### src/wshp_pkg.sv
package wshp_pkg;
  // Word geometry
  localparam int WORD_W = 32;
  localparam int HALF_W = 16;
  localparam int BCNT_W = 5;
  localparam logic [4:0] LAST_BIT_32 = 5'h1F;
  localparam logic [4:0] LAST_BIT_16 = 5'h0F;
  localparam logic [4:0] BCNT_ZERO = 5'h00;
  localparam logic [4:0] BCNT_ONE = 5'h01;

  // Command word layout
  localparam int CMD_WR_32 = 31;
  localparam int CMD_WR_16 = 15;
  localparam int ADDR_W = 4;

  // Register addresses carried in the command word
  localparam logic [3:0] REG_CFG = 4'h0;
  localparam logic [3:0] REG_MADDR = 4'h1;
  localparam logic [3:0] REG_MDATA = 4'h2;
  localparam logic [3:0] REG_CTRL = 4'h3;

  // Configuration register fields
  localparam int CFG_W = 5;
  localparam int CFG_ORD_LSB = 0;
  localparam int CFG_HALF = 2;
  localparam int CFG_SHRISE = 3;
  localparam int CFG_FC = 4;
  localparam logic [4:0] CFG_RST = 5'h11;

  // Control/status register fields
  localparam int CTRL_WAKE = 0;
  localparam int CTRL_ATTN = 1;
  localparam int CTRL_RUN = 2;

  // Internal memory
  localparam int MEM_DEPTH = 16;
  localparam int MEM_AW = 4;
  localparam logic [3:0] MADDR_ONE = 4'h1;

  // Synchroniser reset image: sck, mosi, sel_n, strap, power, slow clock
  localparam int SYNC_W = 6;
  localparam logic [5:0] SYNC_RST = 6'h2A;

  // Start-up counts
  localparam logic [1:0] SLOW_EDGES = 2'h2;
  localparam logic [1:0] CAP_DLY = 2'h2;
  localparam logic [1:0] CNT2_ONE = 2'h1;

  // Byte orders
  typedef enum logic [1:0] {
    ORD_MIX = 2'b00,
    ORD_MSB = 2'b01,
    ORD_LSB = 2'b10
  } wshp_ord_t;
  localparam logic [1:0] ORD16_SWAP = 2'b01;

  // Frame phases
  typedef enum logic [1:0] {
    ST_CMD = 2'b00,
    ST_WR = 2'b01,
    ST_RD = 2'b10
  } wshp_state_t;

  // 32-bit wire order; every mapping is its own inverse
  function automatic logic [31:0] order32(input logic [31:0] w, input logic [1:0] ord);
    logic [31:0] r;
    r = w;
    if (ord == ORD_MIX) begin
      r = {w[15:8], w[7:0], w[31:24], w[23:16]};
    end else if (ord == ORD_LSB) begin
      r = {w[7:0], w[15:8], w[23:16], w[31:24]};
    end
    return r;
  endfunction : order32

  // 16-bit wire order; swap is its own inverse
  function automatic logic [15:0] order16(input logic [15:0] w, input logic [1:0] ord);
    return (ord == ORD16_SWAP) ? {w[7:0], w[15:8]} : w;
  endfunction : order16
endpackage : wshp_pkg

### src/wshp_sync.sv
`timescale 1ns/10ps
module wshp_sync #(
  parameter int W = 1,
  parameter logic [W-1:0] RST_VAL = '0
) (
  input wire logic clk_i,
  input wire logic rst_n_i,
  input wire logic ce_i,
  input wire logic [W-1:0] d_i,
  output logic [W-1:0] q_o
);
  logic [W-1:0] meta_q;
  logic [W-1:0] sync_q;

  // Two stages; the first is read only by the second
  always_ff @(posedge clk_i) begin
    if (!rst_n_i) begin
      meta_q <= RST_VAL;
      sync_q <= RST_VAL;
    end else if (ce_i) begin
      meta_q <= d_i;
      sync_q <= meta_q;
    end
  end

  assign q_o = sync_q;
endmodule : wshp_sync

### src/wshp_top.sv
`timescale 1ns/10ps
module wshp_top (
  input wire logic SYS_CLK_I,
  input wire logic RST_N_I,
  input wire logic CE_I,
  input wire logic SPI_CLK_I,
  input wire logic SPI_MOSI_I,
  input wire logic DEVICE_SELECT_N_I,
  input wire logic INTERFACE_SELECT_STRAP_I,
  input wire logic POWER_ENABLE_IN_I,
  input wire logic SLOW_CLOCK_IN_I,
  input wire logic ATTN_SET_I,
  output logic DEVICE_TO_HOST_LINE_O,
  output logic DEVICE_TO_HOST_LINE_OE_N_O,
  output logic ATTENTION_REQUEST_OUT_O,
  output logic WAKE_O,
  output logic SPI_SELECTED_O,
  output logic RUNNING_O
);
  logic [wshp_pkg::SYNC_W-1:0] sync_s;
  logic sck_s, mosi_s, sel_n_s, strap_s, pwr_s, slow_s;
  logic sck_prev_q, sel_n_prev_q, slow_prev_q;
  logic [1:0] slow_cnt_q;
  logic [1:0] cap_cnt_q;
  logic cap_done_q, strap_q;
  logic [wshp_pkg::BCNT_W-1:0] bit_cnt_q;
  logic [wshp_pkg::WORD_W-1:0] rx_sr_q, tx_sr_q;
  logic out_q;
  wshp_pkg::wshp_state_t st_q;
  logic [wshp_pkg::ADDR_W-1:0] addr_q;
  logic [wshp_pkg::CFG_W-1:0] cfg_q, cfg_pend_q;
  logic [wshp_pkg::MEM_AW-1:0] maddr_q;
  logic [wshp_pkg::WORD_W-1:0] mem_q [wshp_pkg::MEM_DEPTH];
  logic wake_q, attn_q;

  // Pin synchronisers
  wshp_sync #(
    .W(wshp_pkg::SYNC_W),
    .RST_VAL(wshp_pkg::SYNC_RST)
  ) u_sync (
    .clk_i(SYS_CLK_I),
    .rst_n_i(RST_N_I),
    .ce_i(CE_I),
    .d_i({SPI_CLK_I, SPI_MOSI_I, DEVICE_SELECT_N_I, INTERFACE_SELECT_STRAP_I,
          POWER_ENABLE_IN_I, SLOW_CLOCK_IN_I}),
    .q_o(sync_s)
  );
  assign {sck_s, mosi_s, sel_n_s, strap_s, pwr_s, slow_s} = sync_s;

  // Port qualification
  wire slow_ok = (slow_cnt_q == wshp_pkg::SLOW_EDGES);
  wire spi_mode = cap_done_q & ~strap_q;
  wire run = pwr_s & slow_ok;
  wire sel_act = ~sel_n_s & run & spi_mode;
  wire frame_end = sel_n_s & ~sel_n_prev_q;

  // Edge detection on the sampled link clock
  // mode 3 edges
  wire rise = sel_act & sck_s & ~sck_prev_q;
  wire fall = sel_act & ~sck_s & sck_prev_q;
  wire half = cfg_q[wshp_pkg::CFG_HALF];
  wire [1:0] ord = cfg_q[wshp_pkg::CFG_ORD_LSB +: 2];
  wire sh_rise = cfg_q[wshp_pkg::CFG_SHRISE];
  wire launch = sh_rise ? rise : fall;
  wire [4:0] last_bit = half ? wshp_pkg::LAST_BIT_16 : wshp_pkg::LAST_BIT_32;
  wire word_done = rise & (bit_cnt_q == last_bit);
  wire [31:0] rx_full = {rx_sr_q[30:0], mosi_s};

  // Received word back in register order
  wire [15:0] rx_w16 = wshp_pkg::order16(rx_full[15:0], ord);
  wire [31:0] rx_word = half ? {16'h0000, rx_w16} : wshp_pkg::order32(rx_full, ord);

  // Command decode
  wire cmd_wr = half ? rx_word[wshp_pkg::CMD_WR_16] : rx_word[wshp_pkg::CMD_WR_32];
  wire [3:0] cmd_addr = rx_word[wshp_pkg::ADDR_W-1:0];
  wire in_cmd = (st_q == wshp_pkg::ST_CMD);
  wire [3:0] acc_addr = in_cmd ? cmd_addr : addr_q;
  wire rd_load = word_done & ((in_cmd & ~cmd_wr) | (st_q == wshp_pkg::ST_RD));
  wire wr_word = word_done & (st_q == wshp_pkg::ST_WR);
  wire rd_step = word_done & (st_q == wshp_pkg::ST_RD);
  wire [3:0] rd_maddr = rd_step ? maddr_q + wshp_pkg::MADDR_ONE : maddr_q; // Next burst word

  // Register read selection
  wire [31:0] ctrl_val = {29'h0000_0000, run, attn_q, wake_q};
  wire [31:0] rd_val =
    (acc_addr == wshp_pkg::REG_CFG) ? {27'h000_0000, cfg_q} :
    (acc_addr == wshp_pkg::REG_MADDR) ? {28'h000_0000, maddr_q} :
    (acc_addr == wshp_pkg::REG_MDATA) ? mem_q[rd_maddr] :
    (acc_addr == wshp_pkg::REG_CTRL) ? ctrl_val : 32'h0000_0000;

  // Outgoing word in wire order, top-aligned
  // 16- and 32-bit orders
  wire [15:0] tx_w16 = wshp_pkg::order16(rd_val[15:0], ord);
  wire [31:0] tx_word = half ? {tx_w16, 16'h0000} : wshp_pkg::order32(rd_val, ord);
  wire mem_step = (rd_step | wr_word) & (addr_q == wshp_pkg::REG_MDATA);

  // Write decode
  wire wr_cfg = wr_word & (addr_q == wshp_pkg::REG_CFG);
  wire wr_maddr = wr_word & (addr_q == wshp_pkg::REG_MADDR);
  wire wr_ctrl = wr_word & (addr_q == wshp_pkg::REG_CTRL);
  wire attn_clr = wr_ctrl & rx_word[wshp_pkg::CTRL_ATTN];

  // Start-up: slow clock presence and strap capture
  // strap capture
  always_ff @(posedge SYS_CLK_I) begin
    if (!RST_N_I) begin
      slow_prev_q <= 1'b0;
      slow_cnt_q <= 2'h0;
      cap_cnt_q <= 2'h0;
      cap_done_q <= 1'b0;
      strap_q <= 1'b0;
    end else if (CE_I) begin
      slow_prev_q <= slow_s;
      if (slow_s && !slow_prev_q && !slow_ok && cap_done_q) begin // Skip sync settling edge
        slow_cnt_q <= slow_cnt_q + wshp_pkg::CNT2_ONE;
      end
      if (cap_cnt_q != wshp_pkg::CAP_DLY) begin
        cap_cnt_q <= cap_cnt_q + wshp_pkg::CNT2_ONE;
      end else if (!cap_done_q) begin
        strap_q <= strap_s;
        cap_done_q <= 1'b1;
      end
    end
  end

  // Frame tracking and bit alignment
  // frames are select-low only
  always_ff @(posedge SYS_CLK_I) begin
    if (!RST_N_I) begin
      sck_prev_q <= 1'b1;
      sel_n_prev_q <= 1'b1;
      bit_cnt_q <= wshp_pkg::BCNT_ZERO;
      st_q <= wshp_pkg::ST_CMD;
      addr_q <= wshp_pkg::REG_CFG;
    end else if (CE_I) begin
      sck_prev_q <= sck_s;
      sel_n_prev_q <= sel_n_s;
      if (!sel_act) begin
        bit_cnt_q <= wshp_pkg::BCNT_ZERO;
        st_q <= wshp_pkg::ST_CMD;
      end else if (word_done) begin
        bit_cnt_q <= wshp_pkg::BCNT_ZERO;
        if (in_cmd) begin
          st_q <= cmd_wr ? wshp_pkg::ST_WR : wshp_pkg::ST_RD;
          addr_q <= cmd_addr;
        end
      end else if (rise) begin
        bit_cnt_q <= bit_cnt_q + wshp_pkg::BCNT_ONE;
      end
    end
  end

  // Shift registers
  // sample on rise, launch on configured edge
  always_ff @(posedge SYS_CLK_I) begin
    if (!RST_N_I) begin
      rx_sr_q <= 32'h0000_0000;
      tx_sr_q <= 32'h0000_0000;
      out_q <= 1'b0;
    end else if (CE_I) begin
      if (rise) begin
        rx_sr_q <= rx_full;
      end
      if (rd_load && launch) begin
        out_q <= tx_word[31];
        tx_sr_q <= {tx_word[30:0], 1'b0};
      end else if (rd_load) begin
        tx_sr_q <= tx_word;
      end else if (launch && st_q == wshp_pkg::ST_RD) begin
        out_q <= tx_sr_q[31];
        tx_sr_q <= {tx_sr_q[30:0], 1'b0};
      end else if (launch || !sel_act) begin // Idle preset serves rise launch
        out_q <= cfg_q[wshp_pkg::CFG_FC] & run;
      end
    end
  end

  // Configuration, memory address, wake and attention
  // new configuration takes effect at frame end
  always_ff @(posedge SYS_CLK_I) begin
    if (!RST_N_I) begin
      cfg_q <= wshp_pkg::CFG_RST;
      cfg_pend_q <= wshp_pkg::CFG_RST;
      maddr_q <= 4'h0;
      wake_q <= 1'b0;
      attn_q <= 1'b0;
    end else if (CE_I) begin
      if (wr_cfg) begin
        cfg_pend_q <= rx_word[wshp_pkg::CFG_W-1:0];
      end
      if (frame_end) begin
        cfg_q <= cfg_pend_q;
      end
      if (wr_maddr) begin
        maddr_q <= rx_word[wshp_pkg::MEM_AW-1:0];
      end else if (mem_step) begin
        maddr_q <= maddr_q + wshp_pkg::MADDR_ONE;
      end
      if (wr_ctrl) begin
        wake_q <= rx_word[wshp_pkg::CTRL_WAKE];
      end
      attn_q <= ATTN_SET_I | (attn_q & ~attn_clr);
    end
  end

  // Internal memory write port
  // indirect write through fixed register
  always_ff @(posedge SYS_CLK_I) begin
    if (CE_I && wr_word && addr_q == wshp_pkg::REG_MDATA) begin
      mem_q[maddr_q] <= rx_word;
    end
  end

  // Outputs
  // undriven unless selected
  assign DEVICE_TO_HOST_LINE_O = out_q;
  assign DEVICE_TO_HOST_LINE_OE_N_O = ~sel_act;
  assign ATTENTION_REQUEST_OUT_O = attn_q;
  assign WAKE_O = wake_q;
  assign SPI_SELECTED_O = spi_mode;
  assign RUNNING_O = run;

  // Checks
  property p_oe_off;
    @(posedge SYS_CLK_I) disable iff (!RST_N_I)
    (sel_n_s || !pwr_s) |-> DEVICE_TO_HOST_LINE_OE_N_O;
  endproperty
  a_oe_off: assert property (p_oe_off) else $error("data line driven while idle");

  property p_idle_clock;
    @(posedge SYS_CLK_I) disable iff (!RST_N_I)
    (CE_I && $past(sel_n_s) && sel_n_s) |=> (bit_cnt_q == wshp_pkg::BCNT_ZERO) [*2];
  endproperty
  a_idle_clock: assert property (p_idle_clock) else $error("idle clock counted");

  property p_partial_drop;
    @(posedge SYS_CLK_I) disable iff (!RST_N_I)
    (CE_I && frame_end) |=> (bit_cnt_q == wshp_pkg::BCNT_ZERO && st_q == wshp_pkg::ST_CMD);
  endproperty
  a_partial_drop: assert property (p_partial_drop) else $error("partial word kept");

  property p_sample_rise;
    @(posedge SYS_CLK_I) disable iff (!RST_N_I)
    (CE_I && rise) |=> (rx_sr_q[0] == $past(mosi_s));
  endproperty
  a_sample_rise: assert property (p_sample_rise) else $error("bit not sampled");

  property p_fall_launch;
    @(posedge SYS_CLK_I) disable iff (!RST_N_I)
    (CE_I && fall && !sh_rise && st_q == wshp_pkg::ST_RD) |=> (out_q == $past(tx_sr_q[31]));
  endproperty
  a_fall_launch: assert property (p_fall_launch) else $error("wrong launch bit");

  property p_attn_set;
    @(posedge SYS_CLK_I) disable iff (!RST_N_I)
    (CE_I && ATTN_SET_I) |=> ATTENTION_REQUEST_OUT_O;
  endproperty
  a_attn_set: assert property (p_attn_set) else $error("attention lost");

  property p_cfg_frame;
    @(posedge SYS_CLK_I) disable iff (!RST_N_I)
    !frame_end |=> $stable(cfg_q);
  endproperty
  a_cfg_frame: assert property (p_cfg_frame) else $error("config changed mid-frame");

  property p_auto_inc;
    @(posedge SYS_CLK_I) disable iff (!RST_N_I)
    (CE_I && wr_word && addr_q == wshp_pkg::REG_MDATA)
      |=> (maddr_q == $past(maddr_q) + wshp_pkg::MADDR_ONE);
  endproperty
  a_auto_inc: assert property (p_auto_inc) else $error("address not advanced");

  property p_strap_hold;
    @(posedge SYS_CLK_I) disable iff (!RST_N_I)
    cap_done_q |=> ($stable(strap_q) && cap_done_q);
  endproperty
  a_strap_hold: assert property (p_strap_hold) else $error("strap recaptured");

  c_read_word: cover property (@(posedge SYS_CLK_I) disable iff (!RST_N_I)
    rd_load && st_q == wshp_pkg::ST_RD);
  c_write_mem: cover property (@(posedge SYS_CLK_I) disable iff (!RST_N_I)
    wr_word && addr_q == wshp_pkg::REG_MDATA);
  c_cfg_commit: cover property (@(posedge SYS_CLK_I) disable iff (!RST_N_I)
    frame_end && cfg_pend_q != cfg_q);
  c_attn_clear: cover property (@(posedge SYS_CLK_I) disable iff (!RST_N_I)
    attn_q && attn_clr);
endmodule : wshp_top

### config.mk
export PLATFORM = sky130hd
export DESIGN_NAME = wshp_top
export DESIGN_NICKNAME = d
export VERILOG_FILES = /design/src/wshp_pkg.sv /design/src/wshp_sync.sv /design/src/wshp_top.sv
export SDC_FILE = /design/constraint.sdc
export NUM_CORES = 1
export LEC_CHECK = 0
export ABC_AREA = 1
export BUFFER_PORTS_ARGS = -buffer_cell sky130_fd_sc_hd__buf_2
export CAP_MARGIN = 20
export CORE_MARGIN = 3
export CORE_UTILIZATION = 40
export DETAILED_ROUTE_END_ITERATION = 16
export PLACE_DENSITY = 0.52
export SLEW_MARGIN = 10
export SYNTH_ARGS = -nofsm -noshare
export SYNTH_HDL_FRONTEND = slang
export SYNTH_SLANG_ARGS = --single-unit
### constraint.sdc
create_clock -name SYS_CLK_I -period 4.3 [get_ports SYS_CLK_I]
set_input_delay 0.645 -clock SYS_CLK_I [delete_from_list [all_inputs] [get_ports SYS_CLK_I]]
set_output_delay 0.645 -clock SYS_CLK_I [all_outputs]
set_load 0.05 [all_outputs]
# Word-level counts from Yosys, hierarchy flattened

Memories as Yosys holds them, arrays and structs flattened.
Cells that the tools add are included.

Add/subtract/negate cells: 4
Equality and inequality tests: 17
Multiplexer cells: 35
Bitwise operators: 34
Reductions and logical operators: 32

Operators with widths:

| kind                                                   | count |
|---|---|
| 2-to-1 mux 32 bit                                      | 12 |
| 2-to-1 mux 16 bit                                      | 2 |
| bitwise AND 1 bit                                      | 21 |
| 2-to-1 mux 5 bit                                       | 4 |
| AND reduction 2 bit                                    | 10 |
| == test 4 x 2 -> 1 bit (second input constant)         | 4 |
| 2-to-1 mux 4 bit                                       | 4 |
| AND reduction 3 bit                                    | 4 |
| inverter 1 bit                                         | 10 |
| == test 4 x 1 -> 1 bit (second input constant)         | 2 |
| zero test 4 bit                                        | 2 |
| 2-to-1 mux 1 bit                                       | 8 |
| 2-to-1 mux 2 bit                                       | 4 |
| logical AND 1 bit                                      | 7 |
| == test 2 bit (second input constant)                  | 3 |
| inequality test 2 x 1 -> 1 bit (second input constant) | 3 |
| nonzero test 3 bit                                     | 2 |
| adder 5 x 1 -> 5 bit (second input constant)           | 1 |
| == test 5 bit                                          | 1 |
| adder 2 x 1 -> 2 bit (second input constant)           | 2 |
| adder 4 x 1 -> 4 bit (second input constant)           | 1 |
| == test 2 x 1 -> 1 bit (second input constant)         | 2 |
| zero test 2 bit                                        | 2 |
| zero test 1 bit                                        | 3 |
| other kinds (6)                                        | 8 |

Bits in registers: 112
Memory bits (writable): 512
Bits of input ports: 10
Memories: 1

Memory list:

| name  | depth | width | read ports | clocked after Yosys merged registers in | write ports | RTL line       | RTL |
|---|---|---|---|---|---|---|---|
| mem_q | 16    | 32    | 1          | 0                                       | 1           | wshp_top.sv:33 | `logic [wshp_pkg::WORD_W-1:0] mem_q [wshp_pkg::MEM_DEPTH];` |

# Longest topological paths before layout

Gate-level depths: netlist of run 1.
An unclocked memory read counts as a cell.

Word-level depth: 18
Mapped depth: 26
Mapped depth without buffers: 25

# Cells and area by module

A second synthesis of run 1 with hierarchy kept.

Cells, all modules: 2857
Area total of the unflattened synthesis: 28090.7 um^2

Modules (own cells, without submodules):

| module    | instances | cells each | area an instance (um^2) |
|---|---|---|---|
| wshp_top  | 1         | 2793       | 27622.7 |
| wshp_sync | 1         | 64         | 467.9 |

# Worst setup path after synthesis of run 1

No wires, ideal clock.

Kind: reg-to-reg
Start point: register cap_done_q
End point: memory mem_q[0][0] (netlist name) (enable)
Arrival time: 3.342 ns
Data required time: 3.879 ns
Setup slack: 0.537 ns
Stages on the path, launching flop included: 11
Clock period less this slack: 3.763 ns
Path through: dfxtp_1 > inv_2 > nor2_4 > nand3_4 > nor2_8 > inv_1 > nor2_1 > nand2_1 > nor3_1 > nand2_1 > nor2_1

Word-level cells in the longest chain between the ends: 10

Ends and longest elaborated chain:

| what                                   | RTL line        | RTL |
|---|---|---|
| start, declared                        | wshp_top.sv:25  | `logic cap_done_q, strap_q;` |
| start signal, assigned                 | wshp_top.sv:110 | `cap_done_q <= 1'b0;` |
| start signal, assigned                 | wshp_top.sv:121 | `cap_done_q <= 1'b1;` |
| bitwise AND 1 bit                      | wshp_top.sv:52  | `wire spi_mode = cap_done_q & ~strap_q;` |
| named net SPI_SELECTED_O               | wshp_top.sv:17  | `output logic SPI_SELECTED_O,` |
| bitwise AND 1 bit                      | wshp_top.sv:54  | `wire sel_act = ~sel_n_s & run & spi_mode;` |
| bitwise AND 1 bit (2 in series)        | wshp_top.sv:59  | `wire rise = sel_act & sck_s & ~sck_prev_q;` |
| bitwise AND 1 bit                      | wshp_top.sv:66  | `wire word_done = rise & (bit_cnt_q == last_bit);` |
| bitwise AND 1 bit                      | wshp_top.sv:79  | `wire wr_word = word_done & (st_q == wshp_pkg::ST_WR);` |
| logical AND 1 bit (2 in series)        | wshp_top.sv:209 | `if (CE_I && wr_word && addr_q == wshp_pkg::REG_MDATA) begin` |
| 2-to-1 mux 1 bit                       | wshp_top.sv:209 |  |
| 2-to-1 mux 1 bit (implied by the code) | wshp_top.sv:210 | `mem_q[maddr_q] <= rx_word;` |
| end, declared                          | wshp_top.sv:33  |  |

The timed path passes the listed nets, and every way through them passes these cells.

# Final worst setup path of run 1

Start point: register cfg_q[2] (netlist name)
End point: memory mem_q[13][28] (netlist name) (enable)

Word-level cells in the longest chain between the ends: 8

Ends and longest elaborated chain:

| what                                   | RTL line        | RTL |
|---|---|---|
| start, declared                        | wshp_top.sv:31  | `logic [wshp_pkg::CFG_W-1:0] cfg_q, cfg_pend_q;` |
| start signal, assigned                 | wshp_top.sv:182 | `cfg_q <= wshp_pkg::CFG_RST;` |
| start signal, assigned                 | wshp_top.sv:192 | `cfg_q <= cfg_pend_q;` |
| 2-to-1 mux 5 bit                       | wshp_top.sv:65  | `wire [4:0] last_bit = half ? wshp_pkg::LAST_BIT_16 : wshp_pkg::LAST_BIT_32;` |
| == test 5 bit                          | wshp_top.sv:66  |  |
| bitwise AND 1 bit                      | wshp_top.sv:66  |  |
| bitwise AND 1 bit                      | wshp_top.sv:79  |  |
| logical AND 1 bit (2 in series)        | wshp_top.sv:209 |  |
| 2-to-1 mux 1 bit                       | wshp_top.sv:209 |  |
| 2-to-1 mux 1 bit (implied by the code) | wshp_top.sv:210 |  |

Every way passes these cells.

==> flow_summary.toml, run 1 <==
[outcome]
status = "finished clean"

[final_layout]
areaGrowthSynthToFinish_pct = 12.5
drive_gt1_share_pct = 9.88
fin_nets = 2831
fin_area_mm2 = 0.0316
num_antenna_cells = 0

[drt]
wl_met2_um = 39400
viasPerCell = 5.51
dr_total_vias = 20900
drt-met1-wl_um = 38300
first_iter_violations = 1873
detail-route-antenna-nets = 0
wl_per_cell_um = 22.5
top_layer = "met4"
drc = 0
drt_wl_total_um = 85200
met3_length_um = 4960
dr.pass1.iters = 5

[power]
p_leak_nw = 11.6
power_density_mw_per_mm2 = 400
peakVddDrop_uv = 286
total_power_w = 0.0126

[clock_network]
hold_buffers = 0
clock_latency_ns = 0.61
path_clk_slew_ns = 0.06
clockBufferDepth = 3
cts_root_buf = "clkbuf_16"
cts_tree = "built"
clock-sinks = 624
cts_resized = 0
post_cts_buffers = 0
numCtsBuffers = 70
htree_levels = 3

[grt]
grt_usage_pct = 23.1
grt_overflow_total = 0
grt_pass1_wl_um = 128000
grt_max_degree = 75
first_global_vias = 20000
antenna_found_initial = 0

[timing]
finalHoldViolations = 0
finalSetupViolCount = 0
timing.final.max_slew_violations = 0
rsz0062_at_grt = "no"
slew_headroom_pct = 32.1
period_needed_ns = 3.79
fin_crit_sh_pct = 88.0
clock.fmax_mhz = 264
worst_pin_slew_ns = 1.01
fin_skew_ns = 0.0297
fin_ws_ns = 0.515
setup-tns-final_ns = 0

[logic_synthesis]
synth_top_family_by_area = "simple AND/OR/NAND/NOR gates"
synth_common_cells = "724 x nand2_1, 542 x nand3_1, 512 x edfxtp_1, 169 x inv_1, 129 x nor2_1"
async_flop_share_pct = 0
synth.mux.area_fraction_pct = 0
synth_top_cell_area_share_pct = 54.8
synth_cells = 2823
yosys_warnings = 0
synth_area_leaders = "edfxtp_1 55%, nand2_1 9.7%, nand3_1 9.7%, dfxtp_1 8.0%, inv_1 2.3%"
synth_compound_area_share_pct = 7.08
synth_top_cell_by_area = "edfxtp_1"
synth_cell_types = 47
synth_area_mm2 = 0.0281
syn_area_per_cell_um2 = 9.94
synth_adder_area_share_pct = 0.312
ys_ff_latch = 624
synth_xor_area_share_pct = 0.125
yosysMostFrequentCell = "nand2_1"
synthSimpleGateAreaFrac_pct = 23.5
synth_edf_count = 512
ys_seq_area_share_pct = 62.8
synth_flop_cell = "edfxtp_1"
synth_fp_nets = 2840

[min_path]
hp-class = "in -> reg"

[placement]
portBuffers = 15
placedInstanceArea_mm2 = 0.0293
preCtsSetupSlack_ns = 0.561
gp_congestion = 0.888
hpwlAfterDp_um = 50800

[worst_setup_path]
critPathKind = "reg -> reg"
worstPathRequired_ns = 4.62
r2r_slack_ns = 0.51
setup.worst_path.start_class = "register"
critPathCaptureType = "register"
crit_path_max_fanout = 31
cp.arrival_ns = 4.11

[die]
die_x_um = 271
rows = 96
boundaryPins = 16
start_util_pct = 40.6
die_y_um = 271
die_area_mm2 = 0.0733
core_mm2 = 0.0691

[run]
maxCapViolCount = 0
[cell usage in the layout, fill, tap and decap left out, drive strengths merged, types with 16 or more instances in the layout]
cell type	count
nand4	26
clkinv	28
nand3	558
nor2	138
a21oi	123
clkbuf	89
o221ai	16
inv	187
o22ai	33
dfxtp	112
o21ai	151
buf	99
nand2	733
edfxtp	512
o211ai	17
[power by group]
group          switching (W)  internal (W)  total, W  leakage, nW
clock network        0.00242       0.00330   0.00572         1.07
logic               0.000298     0.0000868  0.000385         5.14
registers          0.0000134       0.00651   0.00652         5.41
total                0.00273       0.00990    0.0126         11.6
[cell families (layout without fill, tap and decap cells)]
family | Yosys count | after routing
simple gates | 1472 | 1472
flops | 624 | 624
buf+inv | 365 | 406
compound gates | 351 | 351
fa+ha+maj | 7 | 7
xor+xnor | 4 | 4
[critical path, stage by stage, from the launching register on]
cell and delay, ns:
dfxtp_1 0.31, inv_2 0.33, nand2_1 0.10, nand2_1 0.09, nand2_2 0.08, nor2_8 0.25
inv_1 0.06, nor2_1 0.09, buf_4 0.16, nand2_1 0.08, nor3_1 0.61, nand2_1 0.45
nor2_4 0.62, buf_12 0.23
[final timing paths]
| check | startpoint | endpoint | depth (start not counted) |
|---|---|---|---|
| setup / recovery | cfg_q[2]$_SDFFE_PN0P_ | mem_q[13][28]$_DFFE_PP_ | 13 |
| setup reg to reg | cfg_q[2]$_SDFFE_PN0P_ | mem_q[13][28]$_DFFE_PP_ | 13 |
| hold reg to reg | slow_cnt_q[0]$_SDFFE_PN0P_ | slow_cnt_q[0]$_SDFFE_PN0P_ | 1 |
| hold / removal | POWER_ENABLE_IN_I | u_sync.meta_q[1]$_SDFFE_PN1P_ | 3 |
[through the flow]
stage,hold slack (ns),util [%],cells
after floorplan,0.422,-,2823
after global placement,0.441,42.5,3671
after detailed placement,0.448,42.5,3671
after CTS,0.222,45.6,3793
after global routing,0.249,45.7,3795
final,0.260,45.7,3795
[state kept, by name (all words and copies together), names as in the netlist]
name and count:
DEVICE_TO_HOST_LINE_O 1, u_sync.meta_q 6, slow_prev_q 1, u_sync.q_o 6
WAKE_O 1, sck_prev_q 1, st_q 2, rx_sr_q 31
addr_q 4, cap_done_q 1, tx_sr_q 32, ATTENTION_REQUEST_OUT_O 1
bit_cnt_q 5, maddr_q 4, mem_q 512, cfg_q 5
cfg_pend_q 5, strap_q 1, cap_cnt_q 2, slow_cnt_q 2
sel_n_prev_q 1
[routing by layer]
| layer | GRT usage (%) | up-vias |
|---|---|---|
| li1 | - | 9795 |
| met1 | 32.3 | 10300 |
| met2 | 37.1 | 728 |
| met3 | 3.17 | 147 |
| met4 | 7.51 | 0 |
| met5 | 0 | - |
[cell type report]
class	instances	area, um2
fillers	6450	37500
clock buffers	89	1940
clock inverters	33	233
flip-flops and latches	624	17600
repair buffers	99	1040
well taps	931	1160
multi-input cells	1834	8870
inverters	185	694
Note: power is estimated with default switching activity, not from simulation.
==> inputs of run 2 (changes only) <==
- clock period: 4.3 -> 4 ns (I/O delays scaled with it)
==> flow_summary.toml, run 2 (synthesized netlist as in run 1, its figures left out) <==
[final_layout]
num_antenna_cells = 0
n_fill_cell = 6409
reg.largest.list = "mem_q (512), tx_sr_q (32), rx_sr_q (31)"
layout_common_cells = "723 x nand2_1, 542 x nand3_1, 512 x edfxtp_1, 169 x inv_1, 122 x a21oi_1"
areaGrowthSynthToFinish_pct = 12.6
fin_nets = 2836
drive_gt1_share_pct = 9.81
final_common_cell = "nand2_1"
largest_reg_flops = 512
largest_register = "mem_q"

[timing]
fin_ws_ns = 0.276
setup-tns-final_ns = 0
clock.fmax_mhz = 269
rsz0062_at_grt = "no"
fin_crit_sh_pct = 93.1
fin_skew_ns = 0.0199
worst_pin_slew_ns = 1.03
finalSetupViolCount = 0
slew_headroom_pct = 31.3
finalHoldViolations = 0
timing.final.max_slew_violations = 0
period_needed_ns = 3.72

[min_path]
hp-class = "in -> reg"
worstHoldStart = "INTERFACE_SELECT_STRAP_I"

[power]
p_sw_share_pct = 21.9
intPower_w = 0.0106
seqPwrFrac_pct = 51.6
p_leak_nw = 11.6
comb_power_share_pct = 3.1
power_density_mw_per_mm2 = 430
peakVddDrop_uv = 303
p_clk_share_pct = 45.3
total_power_w = 0.0136
switchingPower_w = 0.00298

[clock_network]
cts_tree = "built"
hold_buffers = 0
path_clk_slew_ns = 0.06
cts_resized = 0
clockBufferDepth = 3
clock-sinks = 624
htree_levels = 3
post_cts_buffers = 0
cts_root_buf = "clkbuf_16"
clock_latency_ns = 0.61
numCtsBuffers = 71

[worst_setup_path]
cp.arrival_ns = 4.22
cpPeakStageDelay_ns = 0.31
slowest_stage = "dfxtp_1"
worstPathRequired_ns = 4.50
critPathCaptureType = "register"
crit_path_max_fanout = 46
critPathMostFrequentCell = "nand2_1"
critPathKind = "reg -> reg"
setup.worst_path.start_class = "register"
r2r-start = "slow_cnt_q[0]$_SDFFE_PN0P_"
cp-startpoint = "slow_cnt_q[0]$_SDFFE_PN0P_"

[die]
rows = 96
core_mm2 = 0.0691
die_y_um = 271
start_util_pct = 40.6
die_area_mm2 = 0.0733
die_x_um = 271
boundaryPins = 16

[grt]
grt_max_degree = 65
grt_pass1_wl_um = 131000
grt_use_met2_pct = 37.8
first_global_vias = 20000
antenna_found_initial = 0
grt_use_met1_pct = 33.1
grt.busiest_layer = "met2"
grt_overflow_total = 0
grt_usage_pct = 23.6
use_met3_pct = 3.62

[placement]
preCtsSetupSlack_ns = 0.373
portBuffers = 15
gp_congestion = 0.898
hpwlAfterDp_um = 51100

[run]
maxCapViolCount = 0

[drt]
first_iter_violations = 2017
viasPerCell = 5.55
dr_total_vias = 21100
drt_wl_total_um = 87800
detail-route-antenna-nets = 0
dr.pass1.iters = 5
drc = 0
wl_per_cell_um = 23.1

[outcome]
status = "finished clean"
## run 2: cell count changes in the layout (fill, tap and decap cells not counted), moves of 2 or more
cell / delta
buf_4: +5
clkbuf_1: +9
clkbuf_8: -2
clkinv_1: +3
clkinv_2: -2
## run 2: critical path, delay by kind of cell, from the launching register on
family	cells	cell delay, ns
buffers and inverters	2	0.36
adder cells (fa/ha/maj)	1	0.16
flip-flops	1	0.31
AND/OR/NAND/NOR	23	2.66
## run 2: final cells by class
| class | instances | area [um2] | share of cell area (%) |
|---|---|---|---|
| clock buffer | 95 | 1920 | 6.07 |
| clock inverter | 34 | 264 | 0.836 |
| sequential | 624 | 17600 | 55.8 |
| inverter | 185 | 694 | 2.20 |
| timing repair buffer | 103 | 1050 | 3.32 |
| tap | 931 | 1160 | 3.69 |
| multi-input combinational | 1834 | 8870 | 28.1 |
## run 2: through the flow
stage                     util [%]  hold WS [ns]  cell area [um2]  std cells
final                         45.7         0.221            31600       3806
after floorplan                  -         0.422            28100       2823
after CTS                     45.7         0.185            31600       3806
after global placement        42.6         0.440            29400       3677
after detailed placement      42.6         0.443            29400       3677
after global routing          45.7         0.212            31600       3806
## run 2: power by group through the flow
stage                     registers, W  logic (W)  clock network, W
after CTS                      0.00701   0.000418           0.00627
after global routing           0.00701   0.000457           0.00652
after floorplan                0.00714   0.000267                 0
after detailed placement       0.00715   0.000417                 0
after global placement         0.00715   0.000412                 0
final                          0.00701   0.000422           0.00616
## run 2: path summary, 6_finish.rpt
path | slack (ns) | cells after the start | to
worst max register to register | 0.28 | 26 | tx_sr_q[25]$_SDFFE_PN0P_
worst max-delay path | 0.28 | 26 | tx_sr_q[25]$_SDFFE_PN0P_
worst min-delay path | 0.22 | 3 | u_sync.meta_q[2]$_SDFFE_PN0P_
worst min register to register | 0.45 | 1 | slow_cnt_q[0]$_SDFFE_PN0P_
## run 2: metal layers
metal	vias to the layer above	part of all wire [%]
li1	9812	-
met1	10500	45
met2	705	46
met3	145	6.1
met4	0	2.8
met5	-	0
